$ cat config.mk
export PLATFORM = sky130hd
export DESIGN_NAME = dpll_ref_loop_ctrl
export DESIGN_NICKNAME = d
export VERILOG_FILES = /design/src/design/dpll_ctrl_pkg.sv /design/src/design/dpll_filter_select.sv /design/src/design/dpll_ref_loop_ctrl.sv
export SDC_FILE = /design/constraint.sdc
export NUM_CORES = 1
export LEC_CHECK = 0
export BUFFER_PORTS_ARGS = -buffer_cell sky130_fd_sc_hd__clkbuf_2
export CAP_MARGIN = 30
export CORE_MARGIN = 5
export CORE_UTILIZATION = 58
export CTS_CLUSTER_DIAMETER = 40
export DETAILED_ROUTE_END_ITERATION = 12
export GPL_TIMING_DRIVEN = 1
export PLACE_DENSITY = 0.8
export SYNTH_ARGS = -nofsm -noshare
export SYNTH_HDL_FRONTEND = slang
export SYNTH_SLANG_ARGS = --single-unit
export TNS_END_PERCENT = 10
$ cat constraint.sdc
create_clock -name i_clock -period 3.2 [get_ports i_clock]
set_input_delay 0 -clock i_clock [delete_from_list [all_inputs] [get_ports i_clock]]
set_output_delay 0 -clock i_clock [all_outputs]
set_load 0.005 [all_outputs]
$ cat src/design/dpll_ctrl_pkg.sv
// constants, register map and codes for the loop reference and filter control
package dpll_ctrl_pkg;

  // register offsets
  localparam logic [7:0] ADDR_REF_SEL   = 8'h71;
  localparam logic [7:0] ADDR_STATE_OVR = 8'h72;
  localparam logic [7:0] ADDR_ACQ_FILT  = 8'h73;
  localparam logic [7:0] ADDR_LOCK_FILT = 8'h74;
  localparam logic [7:0] ADDR_LOOP_CFG6 = 8'h76;

  // values after reset
  localparam logic [7:0] RST_REF_SEL    = 8'h00;
  localparam logic [7:0] RST_STATE_OVR  = 8'h00;
  localparam logic [7:0] RST_ACQ_FILT   = 8'h6F;
  localparam logic [7:0] RST_LOCK_FILT  = 8'h6D;
  localparam logic [7:0] RST_LOOP_CFG6  = 8'h80;

  // implemented bits
  localparam logic [7:0] MASK_STATE_OVR = 8'h47;
  localparam logic [7:0] MASK_LOOP_CFG6 = 8'h80;

  // field positions
  localparam int BIT_EXT_SEL  = 7;
  localparam int BIT_ULTRAFAST_SWITCH_ENABLE     = 6;
  localparam int BIT_RETURN_TO_PREFERRED_ENABLE   = 5;
  localparam int BIT_WIDE     = 4;
  localparam int BIT_SPLIT_BW = 7;
  localparam int DAMP_LSB     = 5;

  // pinned reference codes
  localparam logic [3:0] PIN_AUTO = 4'h0;
  localparam logic [3:0] PIN_ONE  = 4'h1;
  localparam logic [3:0] PIN_TWO  = 4'h2;

  // reference identifiers
  localparam logic [1:0] REF_NONE    = 2'h0;
  localparam logic [1:0] REF_ONE     = 2'h1;
  localparam logic [1:0] REF_TWO     = 2'h2;
  localparam logic [1:0] DEFAULT_TOP = 2'h1;

  // state override
  localparam logic [2:0] OVR_AUTO   = 3'h0;
  localparam logic [2:0] OVR_UNUSED = 3'h3;

  typedef enum logic [2:0] {
    ST_FREE_RUN  = 3'b001,
    ST_HOLD      = 3'b010,
    ST_TEMP_HOLD = 3'b011,
    ST_LOCKED    = 3'b100,
    ST_PRELOCK2  = 3'b101,
    ST_PRELOCK   = 3'b110,
    ST_LOSS      = 3'b111
  } loop_state_e;

  // bandwidth codes
  localparam logic [4:0] BW_4HZ   = 5'h0D;
  localparam logic [4:0] BW_8HZ   = 5'h0E;
  localparam logic [4:0] BW_18HZ  = 5'h0F;
  localparam logic [4:0] BW_35HZ  = 5'h10;
  localparam logic [4:0] BW_400HZ = 5'h14;

  // damping codes
  localparam logic [2:0] DAMP_C1 = 3'h1;
  localparam logic [2:0] DAMP_C2 = 3'h2;
  localparam logic [2:0] DAMP_C3 = 3'h3;
  localparam logic [2:0] DAMP_C4 = 3'h4;
  localparam logic [2:0] DAMP_C5 = 3'h5;

  typedef enum logic [2:0] {
    DF_NONE = 3'b000,
    DF_1P2  = 3'b001,
    DF_2P5  = 3'b010,
    DF_5    = 3'b011,
    DF_10   = 3'b100,
    DF_20   = 3'b101
  } damp_factor_e;

  // cycle counts
  localparam logic [7:0] ULTRAFAST_SWITCH_ENABLE_MISS_CYCLES  = 8'h04;
  localparam logic [7:0] LONG_EVENT_CYCLES = 8'h40;
  localparam logic [7:0] MISS_MAX          = 8'hFF;

endpackage

$ cat src/design/dpll_filter_select.sv
// bandwidth and damping selection for the acquisition and locked phases
`timescale 1ns/1ps
module dpll_filter_select (
  // clock and reset
  input  wire logic       i_clock,
  input  wire logic       i_rst_n,
  // configuration
  input  wire logic       i_split_bw,
  input  wire logic       i_locked,
  input  wire logic [7:0] i_acq_cfg,
  input  wire logic [7:0] i_lock_cfg,
  // selection
  output logic      [4:0] o_bw_code,
  output logic      [2:0] o_damp_factor,
  output logic            o_cfg_unused
);

  function automatic dpll_ctrl_pkg::damp_factor_e damp_lookup(input logic [2:0] code,
                                                              input logic [4:0] bw);
    logic [2:0] col;
    col = 3'h4;
    if (bw <= dpll_ctrl_pkg::BW_4HZ) col = 3'h0;
    else if (bw == dpll_ctrl_pkg::BW_8HZ) col = 3'h1;
    else if (bw == dpll_ctrl_pkg::BW_18HZ) col = 3'h2;
    else if (bw == dpll_ctrl_pkg::BW_35HZ) col = 3'h3;
    damp_lookup = dpll_ctrl_pkg::DF_NONE;
    if (bw >= dpll_ctrl_pkg::BW_4HZ && bw <= dpll_ctrl_pkg::BW_400HZ)
    begin
      case (code)
        dpll_ctrl_pkg::DAMP_C1: damp_lookup = (col == 3'h0) ? dpll_ctrl_pkg::DF_5 :
                                 (col == 3'h1) ? dpll_ctrl_pkg::DF_2P5 : dpll_ctrl_pkg::DF_1P2;
        dpll_ctrl_pkg::DAMP_C2: damp_lookup = (col <= 3'h1) ? dpll_ctrl_pkg::DF_5 :
                                 dpll_ctrl_pkg::DF_2P5;
        dpll_ctrl_pkg::DAMP_C3: damp_lookup = dpll_ctrl_pkg::DF_5;
        dpll_ctrl_pkg::DAMP_C4: damp_lookup = (col <= 3'h2) ? dpll_ctrl_pkg::DF_5 :
                                 dpll_ctrl_pkg::DF_10;
        dpll_ctrl_pkg::DAMP_C5: damp_lookup = (col <= 3'h2) ? dpll_ctrl_pkg::DF_5 :
                                 (col == 3'h3) ? dpll_ctrl_pkg::DF_10 : dpll_ctrl_pkg::DF_20;
        default: damp_lookup = dpll_ctrl_pkg::DF_NONE;
      endcase
    end
  endfunction

  logic                        use_acq;
  logic                  [4:0] bw_d;
  dpll_ctrl_pkg::damp_factor_e damp_d;

  // acquisition settings only while pulling in, and only when split mode is on
  assign use_acq = i_split_bw && !i_locked;
  assign bw_d    = use_acq ? i_acq_cfg[4:0] : i_lock_cfg[4:0];
  assign damp_d  = use_acq ? damp_lookup(i_acq_cfg[7:dpll_ctrl_pkg::DAMP_LSB], i_acq_cfg[4:0])
                           : damp_lookup(i_lock_cfg[7:dpll_ctrl_pkg::DAMP_LSB],
                                         i_lock_cfg[4:0]);

  always_ff @(posedge i_clock or negedge i_rst_n)
  begin
    if (!i_rst_n)
    begin
      o_bw_code     <= dpll_ctrl_pkg::BW_4HZ;
      o_damp_factor <= dpll_ctrl_pkg::DF_5;
      o_cfg_unused  <= 1'b0;
    end
    else
    begin
      o_bw_code     <= bw_d;
      o_damp_factor <= damp_d;
      o_cfg_unused  <= (damp_d == dpll_ctrl_pkg::DF_NONE);
    end
  end
endmodule

$ cat src/design/dpll_ref_loop_ctrl.sv
// reference selection, loop state control and filter configuration registers
// Summary of operation
// - registers answer only while the master clock is present.
// - with the loop disabled all loop fields are ignored.
// - pin selection mode follows the select pin regardless of validity.
// - ultra-fast switching disqualifies the selected input after few missing cycles.
// - revertive mode selects a newly valid higher priority input at once.
// - wide tracking bit turns the plus or minus 160 ppm range on.
// - pinned field 0 auto, 1 input one, 2 input two, rest unused.
// - pinning gives top priority; revertive mode also selects it.
// - nonrevertive pinned input is selected once the current one fails.
// - pinned input stays selected even when declared invalid.
// - short loss gives temporary hold, long loss gives full hold.
// - pinned field is ignored by selection in pin selection mode; top priority still follows it.
// - nonzero override other than 3 holds the state machine; zero and 3 restore automatic.
// - override codes map to free-run, hold, locked, prelocked, loss states.
// - acquisition damping depends on damping code and acquisition bandwidth.
// - acquisition bandwidth codes span 4 to 400 Hz, 18 Hz after reset.
// - split bandwidth uses acquisition bandwidth while pulling in only.
// - locked damping uses the same table; reset code gives five.
// - locked bandwidth uses the same codes, 4 Hz after reset.
// - split bandwidth bit resets to one.
`timescale 1ns/1ps
module dpll_ref_loop_ctrl (
  // clock and reset
  input  wire logic       i_clock,
  input  wire logic       i_rst_n,
  // register port
  input  wire logic [7:0] i_reg_addr,
  input  wire logic       i_reg_wr_en,
  input  wire logic       i_reg_rd_en,
  input  wire logic [7:0] i_reg_wdata,
  output logic      [7:0] o_reg_rdata,
  output logic            o_reg_ack,
  // device level control
  input  wire logic       i_mclk_present,
  input  wire logic       i_digital_loop_enable,
  // reference inputs
  input  wire logic       i_ext_select_pin,
  input  wire logic [1:0] i_ref_valid,
  input  wire logic [1:0] i_ref_active,
  // loop events
  input  wire logic       i_phase_locked,
  input  wire logic       i_lock_lost,
  // loop control outputs
  output logic      [1:0] o_selected_ref,
  output logic      [1:0] o_top_priority_ref,
  output logic      [2:0] o_loop_state,
  output logic            o_wide_tracking_range_enable,
  output logic      [1:0] o_ref_disqualified,
  output logic      [4:0] o_bw_code,
  output logic      [2:0] o_damp_factor,
  output logic            o_filter_cfg_unused
);

  function automatic logic ref_ok(input logic [1:0] r, input logic [1:0] q);
    ref_ok = (r == dpll_ctrl_pkg::REF_ONE) ? q[0] :
             (r == dpll_ctrl_pkg::REF_TWO) ? q[1] : 1'b0;
  endfunction

  function automatic logic [1:0] other_ref(input logic [1:0] r);
    other_ref = (r == dpll_ctrl_pkg::REF_ONE) ? dpll_ctrl_pkg::REF_TWO : dpll_ctrl_pkg::REF_ONE;
  endfunction

  logic [7:0] ref_sel_q;
  logic [7:0] state_ovr_q;
  logic [7:0] acq_filt_q;
  logic [7:0] lock_filt_q;
  logic [7:0] loop_cfg6_q;
  logic [1:0] sync1_q;
  logic [1:0] sync2_q;
  logic [1:0] sync3_q;
  logic [1:0] pin_stable_q;
  logic       mclk_ok;
  logic       sel_pin;
  logic       access_ok;
  logic       en;
  logic [7:0] cfg1;
  logic [7:0] cfg2;
  logic [7:0] cfg3;
  logic [7:0] cfg4;
  logic       split_bw;
  logic [7:0] miss_q [2];
  logic [1:0] qual;
  logic [1:0] pin_ref;
  logic [1:0] top;
  logic [1:0] sel_d;
  logic [1:0] top_d;
  logic [7:0] miss_sel;
  logic       was_locked_q;
  dpll_ctrl_pkg::loop_state_e state_q;
  dpll_ctrl_pkg::loop_state_e state_d;

  // select pin and clock-present flag come from outside: three stages, agreement of last two
  always_ff @(posedge i_clock or negedge i_rst_n)
  begin
    if (!i_rst_n)
    begin
      sync1_q      <= 2'h0;
      sync2_q      <= 2'h0;
      sync3_q      <= 2'h0;
      pin_stable_q <= 2'h0;
    end
    else
    begin
      sync1_q <= {i_mclk_present, i_ext_select_pin};
      sync2_q <= sync1_q;
      sync3_q <= sync2_q;
      for (int k = 0; k < 2; k++)
      begin
        if (sync2_q[k] == sync3_q[k])
          pin_stable_q[k] <= sync3_q[k];
      end
    end
  end

  assign sel_pin   = pin_stable_q[0];
  assign mclk_ok   = pin_stable_q[1];
  assign access_ok = (i_reg_wr_en || i_reg_rd_en) && mclk_ok;

  // register writes; unimplemented bits are masked off
  always_ff @(posedge i_clock or negedge i_rst_n)
  begin
    if (!i_rst_n)
    begin
      ref_sel_q   <= dpll_ctrl_pkg::RST_REF_SEL;
      state_ovr_q <= dpll_ctrl_pkg::RST_STATE_OVR;
      acq_filt_q  <= dpll_ctrl_pkg::RST_ACQ_FILT;
      lock_filt_q <= dpll_ctrl_pkg::RST_LOCK_FILT;
      loop_cfg6_q <= dpll_ctrl_pkg::RST_LOOP_CFG6;
    end
    else if (i_reg_wr_en && mclk_ok)
    begin
      case (i_reg_addr)
        dpll_ctrl_pkg::ADDR_REF_SEL:   ref_sel_q   <= i_reg_wdata;
        dpll_ctrl_pkg::ADDR_STATE_OVR: state_ovr_q <= i_reg_wdata & dpll_ctrl_pkg::MASK_STATE_OVR;
        dpll_ctrl_pkg::ADDR_ACQ_FILT:  acq_filt_q  <= i_reg_wdata;
        dpll_ctrl_pkg::ADDR_LOCK_FILT: lock_filt_q <= i_reg_wdata;
        dpll_ctrl_pkg::ADDR_LOOP_CFG6: loop_cfg6_q <= i_reg_wdata & dpll_ctrl_pkg::MASK_LOOP_CFG6;
        default: ;
      endcase
    end
  end

  // read data and acknowledge; unmapped addresses read zero
  always_ff @(posedge i_clock or negedge i_rst_n)
  begin
    if (!i_rst_n)
    begin
      o_reg_rdata <= 8'h00;
      o_reg_ack   <= 1'b0;
    end
    else
    begin
      o_reg_ack <= access_ok;
      if (i_reg_rd_en && mclk_ok)
      begin
        case (i_reg_addr)
          dpll_ctrl_pkg::ADDR_REF_SEL:   o_reg_rdata <= ref_sel_q;
          dpll_ctrl_pkg::ADDR_STATE_OVR: o_reg_rdata <= state_ovr_q;
          dpll_ctrl_pkg::ADDR_ACQ_FILT:  o_reg_rdata <= acq_filt_q;
          dpll_ctrl_pkg::ADDR_LOCK_FILT: o_reg_rdata <= lock_filt_q;
          dpll_ctrl_pkg::ADDR_LOOP_CFG6: o_reg_rdata <= loop_cfg6_q;
          default:                       o_reg_rdata <= 8'h00;
        endcase
      end
    end
  end

  // a disabled loop sees only reset values, so stored fields have no effect
  assign en       = i_digital_loop_enable;
  assign cfg1     = en ? ref_sel_q   : dpll_ctrl_pkg::RST_REF_SEL;
  assign cfg2     = en ? state_ovr_q : dpll_ctrl_pkg::RST_STATE_OVR;
  assign cfg3     = en ? acq_filt_q  : dpll_ctrl_pkg::RST_ACQ_FILT;
  assign cfg4     = en ? lock_filt_q : dpll_ctrl_pkg::RST_LOCK_FILT;
  assign split_bw = en ? loop_cfg6_q[dpll_ctrl_pkg::BIT_SPLIT_BW] : 1'b1;

  // missing-cycle counters feed both ultra-fast disqualification and hold decisions
  genvar gi;
  generate
    for (gi = 0; gi < 2; gi++)
    begin : g_miss
      always_ff @(posedge i_clock or negedge i_rst_n)
      begin
        if (!i_rst_n)
          miss_q[gi] <= 8'h00;
        else if (i_ref_active[gi])
          miss_q[gi] <= 8'h00;
        else if (miss_q[gi] != dpll_ctrl_pkg::MISS_MAX)
          miss_q[gi] <= miss_q[gi] + 8'h01;
      end
      assign o_ref_disqualified[gi] = cfg1[dpll_ctrl_pkg::BIT_ULTRAFAST_SWITCH_ENABLE] &&
                                      miss_q[gi] >= dpll_ctrl_pkg::ULTRAFAST_SWITCH_ENABLE_MISS_CYCLES;
      assign qual[gi] = i_ref_valid[gi] && !o_ref_disqualified[gi];
    end
  endgenerate

  // unused pinned codes fall back to automatic selection
  assign pin_ref = (cfg1[3:0] == dpll_ctrl_pkg::PIN_ONE) ? dpll_ctrl_pkg::REF_ONE :
                   (cfg1[3:0] == dpll_ctrl_pkg::PIN_TWO) ? dpll_ctrl_pkg::REF_TWO :
                   dpll_ctrl_pkg::REF_NONE;
  assign top      = (pin_ref != dpll_ctrl_pkg::REF_NONE) ? pin_ref : dpll_ctrl_pkg::DEFAULT_TOP;
  assign miss_sel = (o_selected_ref == dpll_ctrl_pkg::REF_TWO) ? miss_q[1] : miss_q[0];

  always_comb
  begin
    sel_d = o_selected_ref;
    if (!en)
      sel_d = dpll_ctrl_pkg::REF_NONE;
    else if (cfg1[dpll_ctrl_pkg::BIT_EXT_SEL])
      sel_d = sel_pin ? dpll_ctrl_pkg::REF_ONE : dpll_ctrl_pkg::REF_TWO;
    else if (pin_ref != dpll_ctrl_pkg::REF_NONE)
    begin
      // a pinned input is never abandoned, even when invalid
      if (cfg1[dpll_ctrl_pkg::BIT_RETURN_TO_PREFERRED_ENABLE] || !ref_ok(o_selected_ref, qual))
        sel_d = pin_ref;
    end
    else if (cfg1[dpll_ctrl_pkg::BIT_RETURN_TO_PREFERRED_ENABLE] || !ref_ok(o_selected_ref, qual))
      sel_d = ref_ok(top, qual) ? top :
              ref_ok(other_ref(top), qual) ? other_ref(top) : dpll_ctrl_pkg::REF_NONE;
  end

  assign top_d = !en ? dpll_ctrl_pkg::REF_NONE :
                 (pin_ref != dpll_ctrl_pkg::REF_NONE) ? pin_ref :
                 ref_ok(top, qual) ? top :
                 ref_ok(other_ref(top), qual) ? other_ref(top) : top;

  always_ff @(posedge i_clock or negedge i_rst_n)
  begin
    if (!i_rst_n)
    begin
      o_selected_ref               <= dpll_ctrl_pkg::REF_NONE;
      o_top_priority_ref           <= dpll_ctrl_pkg::REF_NONE;
      o_wide_tracking_range_enable <= 1'b0;
    end
    else
    begin
      o_selected_ref               <= sel_d;
      o_top_priority_ref           <= top_d;
      o_wide_tracking_range_enable <= cfg1[dpll_ctrl_pkg::BIT_WIDE];
    end
  end

  always_comb
  begin
    state_d = state_q;
    if (!en)
      state_d = dpll_ctrl_pkg::ST_FREE_RUN;
    else if (cfg2[2:0] != dpll_ctrl_pkg::OVR_AUTO && cfg2[2:0] != dpll_ctrl_pkg::OVR_UNUSED)
      state_d = dpll_ctrl_pkg::loop_state_e'(cfg2[2:0]);
    else if (o_selected_ref == dpll_ctrl_pkg::REF_NONE)
      state_d = was_locked_q ? dpll_ctrl_pkg::ST_HOLD : dpll_ctrl_pkg::ST_FREE_RUN;
    else if (miss_sel >= dpll_ctrl_pkg::LONG_EVENT_CYCLES)
      state_d = dpll_ctrl_pkg::ST_HOLD;
    else if (miss_sel != 8'h00)
      state_d = dpll_ctrl_pkg::ST_TEMP_HOLD;
    else if (sel_d != o_selected_ref)
      state_d = dpll_ctrl_pkg::ST_PRELOCK;
    else
    begin
      case (state_q)
        dpll_ctrl_pkg::ST_FREE_RUN,
        dpll_ctrl_pkg::ST_HOLD:
          if (ref_ok(o_selected_ref, qual))
            state_d = dpll_ctrl_pkg::ST_PRELOCK;
        dpll_ctrl_pkg::ST_TEMP_HOLD:
          state_d = !ref_ok(o_selected_ref, qual) ? dpll_ctrl_pkg::ST_HOLD :
                    was_locked_q ? dpll_ctrl_pkg::ST_LOCKED : dpll_ctrl_pkg::ST_PRELOCK;
        dpll_ctrl_pkg::ST_PRELOCK,
        dpll_ctrl_pkg::ST_PRELOCK2:
          if (i_phase_locked)
            state_d = dpll_ctrl_pkg::ST_LOCKED;
        dpll_ctrl_pkg::ST_LOCKED:
          if (i_lock_lost)
            state_d = dpll_ctrl_pkg::ST_LOSS;
        dpll_ctrl_pkg::ST_LOSS:
          state_d = dpll_ctrl_pkg::ST_PRELOCK2;
        default:
          state_d = dpll_ctrl_pkg::ST_FREE_RUN;
      endcase
    end
  end

  // holdover with no selected input needs a prior lock; without one there is no frequency history to keep
  always_ff @(posedge i_clock or negedge i_rst_n)
  begin
    if (!i_rst_n)
    begin
      state_q      <= dpll_ctrl_pkg::ST_FREE_RUN;
      was_locked_q <= 1'b0;
    end
    else
    begin
      state_q <= state_d;
      if (!en)
        was_locked_q <= 1'b0;
      else if (state_q == dpll_ctrl_pkg::ST_LOCKED)
        was_locked_q <= 1'b1;
    end
  end

  assign o_loop_state = state_q;

  dpll_filter_select u_filter (
    .i_clock       (i_clock),
    .i_rst_n       (i_rst_n),
    .i_split_bw    (split_bw),
    .i_locked      (state_q == dpll_ctrl_pkg::ST_LOCKED),
    .i_acq_cfg     (cfg3),
    .i_lock_cfg    (cfg4),
    .o_bw_code     (o_bw_code),
    .o_damp_factor (o_damp_factor),
    .o_cfg_unused  (o_filter_cfg_unused)
  );
endmodule

==> impl_metrics.csv <==
group,metric,value,unit
drt,num_vias,3524,
yosys,syn_inst,419,
drt,drt_first_iter_violations,145,
setup_path,regToRegEndpoint,"o_loop_state[1]",
pwr,p_leak,0.00218,uW
setup_path,max_stage_delay,0.50,ns
min_path,min_path_type,"in -> reg",
placement,place_congestion,0.899,
setup_path,critPathLaunchType,"flop",
yosys,synth.net_count,452,
drt,routedWlPerCell,16.6,um
floorplan,die_area,9010,sq um
setup_path,ff2ff_setup_slack,0.58,ns
setup_path,r2r_cells,8,
final_layout,diodes,0,
floorplan,coreArea,7140,sq um
floorplan,io_pins,57,
yosys,synth.distinct_cells,64,
clocking,clock_latency,0.36,ns
pwr,p_total,2190,uW
min_path,min_to,"u_filter.o_bw_code[2]",
yosys,yosysSeqAreaShare,48.4,%
floorplan,die_x,94.9,um
placement,portBuffers,56,
setup_path,crit_fanout,5,
drt,drt_wl_total,9840,um
sta,setup_viol,0,
clocking,cts_buffer_depth,2,
drt,drcViolationCount,0,
global_route,groute.layer.met3.usage,5.42,%
drt,drtAntennaViolNets,0,
clocking,cts_tree,"done",
final_layout,areaGrowthSynthToFinish,18.4,%
yosys,synth_area,4180,sq um
yosys,yosys_warnings,0,
yosys,avgSynthCellArea,9.99,sq um
setup_path,cp.arrival,2.86,ns
floorplan,die_h,94.9,um
sta,tightest_slew,0.719,ns
floorplan,start_util,58.6,%
setup_path,crit_required,3.44,ns
final_layout,drive_gt1_share,25.9,%
final_layout,final_util,69.4,%
setup_path,worstSetupPathType,"reg -> reg",
setup_path,cp_cell_sequence,"nor4_2 -> a21oi_1 -> o32a_1 -> nand4b_1 -> a32o_1 -> nor3_1 -> a211oi_1 -> mux2_2",
yosys,synth_top_area_cell,"dfrtp_1",
sta,tns,0,ns
floorplan,placementRows,31,
yosys,yosys-top-cells-area,"dfrtp_1 (37%), dfstp_2 (11%), mux2_2 (6.7%), o21ai_0 (3.7%), nor2_1 (3.1%)",
final_layout,nFillCells,585,
yosys,netlist.area_leader.share,37.1,%
placement,hpwl,6980,um
clocking,cts_root_buffer,"clkbuf_8",
global_route,grt.overflow.total,0,
clocking,clk_pin_slew,0.08,ns
min_path,hp-start,"i_digital_loop_enable",
drt,vias_per_cell,5.93,
sta,finClkSkew,0.0101,ns
sta,drv_slew,0,
clocking,cts_resized,0,
global_route,use_met1,30.1,%
global_route,grt_use_met2,39.8,%
sta,post-route-period-util,81.9,%
yosys,synth_seq_cells,80,
clocking,cts-buffers-inserted,9,
sta,hold_viol,0,
setup_path,worst_setup_path_end_kind,"flop",
setup_path,crit_buf_inv,0,
sta,fin_crit,2.62,ns
drt,drt-pass1-iter-count,4,
pwr,irDropWorstVdd,0.300,mV
run_status,status,"finished, final reports clean",
pwr,power_density,442,nW/um^2
global_route,grt.busiest_layer,"met2",
sta,slew_headroom,51.8,%
sta,rsz0062_at_grt,"false",
yosys,async_reset_ff_share,100,%
yosys,synth-main-ff-cell,"dfrtp_1",
setup_path,worst_path_max_delay_cell,"nor4_2",
setup_path,r2r_start,"miss_q[12]",
final_layout,nets,523,
global_route,grt_start_max_net_pins,81,
clocking,clkSinkCount,80,
yosys,synth_edf_count,0,
clocking,post_cts_buffers,0,
setup_path,cp_top_family,"compound AO/OA/AOI/OAI gates",
global_route,grt_pass1_wl,16600,um
job,drv_cap,0,
global_route,grt_use_total,23.9,%
global_route,antenna_found_initial,0,
global_route,grt_pass1_vias,3487,
sta,fmax,382,MHz
min_path,hold_path_depth,2,
clocking,cts_max_level,3,
[state kept, by name, summed over array words and instances, names as in the netlist, 3 cells and up]
signal and cells:
acq_filt_q 8, lock_filt_q 8, miss_q 16, o_loop_state 3
o_reg_rdata 8, ref_sel_q 8, state_ovr_q 4, u_filter.o_bw_code 5
u_filter.o_damp_factor 3
[worst max-delay path by stage]
stage | cells past startpoint | startpoint | endpoint
after floorplan | 7 | miss_q[2] | o_loop_state[1]
after global placement | 7 | miss_q[2] | o_loop_state[1]
after detailed placement | 7 | miss_q[2] | o_loop_state[1]
after CTS | 7 | miss_q[2] | o_loop_state[1]
after global routing | 8 | miss_q[2] | o_loop_state[0]
final | 8 | miss_q[12] | o_loop_state[1]
[cells by family (layout without fill, tap and decap cells)]
logic type / count (synthesis) / in the layout / synth area share [%]
buf+inv: 36 / 112 / 3.47
compound gates: 119 / 119 / 19.0
simple gates: 140 / 140 / 17.8
xor+xnor: 8 / 8 / 1.67
mux: 30 / 30 / 7.92
flops: 80 / 80 / 48.4
fa+ha+maj: 6 / 6 / 1.67
[Yosys cell counts, drive strengths merged (9+ instances only)]
cell type / number
dfrtp: 62
nor2: 35
o21ai: 32
nand2: 29
mux2: 25
a21oi: 22
dfstp: 18
inv: 17
clkbuf: 14
nand3: 12
a22o: 10
nor2b: 10
nor3: 10
a22oi: 9
a31oi: 9
nand4: 9
[repair_timing]
action,4_1_cts,5_1_grt
hold buffers,15,1
endpoints found under the setup margin,0,0
hold endpoints to repair,110,5
[where the power goes]
part | switching, uW | internal [uW]
combinational | 149 | 123
clock | 365 | 440
sequential | 52.3 | 1060
total | 567 | 1620
[layer usage]
layer  vias up  wire length (um)
li1       1687                 -
met1      1683              4100
met2       137              4820
met3        17               700
met4         0               217
met5         -                 0
[layout by cell type, fill, tap and decap left out, types with 4 or more instances in the layout]
master          n
dfrtp_1        62
clkbuf_2       55
nor2_1         35
o21ai_0        31
nand2_1        29
mux2_2         25
a21oi_1        22
dfstp_2        18
inv_1          17
dlygate4sd3_1  16
nand3_1        12
a22o_1         10
nor2b_1        10
a31oi_1         9
nand4_1         9
nor3_1          9
a22oi_1         9
clkbuf_8        9
buf_4           7
a21boi_0        6
nor3b_1         5
mux2i_1         5
xor2_1          5
o21a_1          4
a211oi_1        4
and3_1          4
ha_1            4
[layout make-up]
type / count / area [sq um] / area share (%)
Clock buffer: 11 / 131 / 2.65
Multi-Input combinational cell: 303 / 2010 / 40.7
Timing Repair Buffer: 79 / 515 / 10.4
Clock inverter: 5 / 81.3 / 1.64
Tap cell: 99 / 124 / 2.50
Inverter: 17 / 63.8 / 1.29
Sequential cell: 80 / 2020 / 40.9
[metrics by stage]
stage               hold WS [ns]  cell area [sq um]  std cells  worst slack [ns]
finish                    0.0228               4950        594             0.580
global route              0.0527               4950        594             0.410
CTS                       0.0241               4920        592             0.619
detailed placement         0.110               4550        561             0.641
global placement           0.110               4550        561             0.744
floorplan                 -0.296               4180        419             0.892
Power figures use the tool's default switching activity.
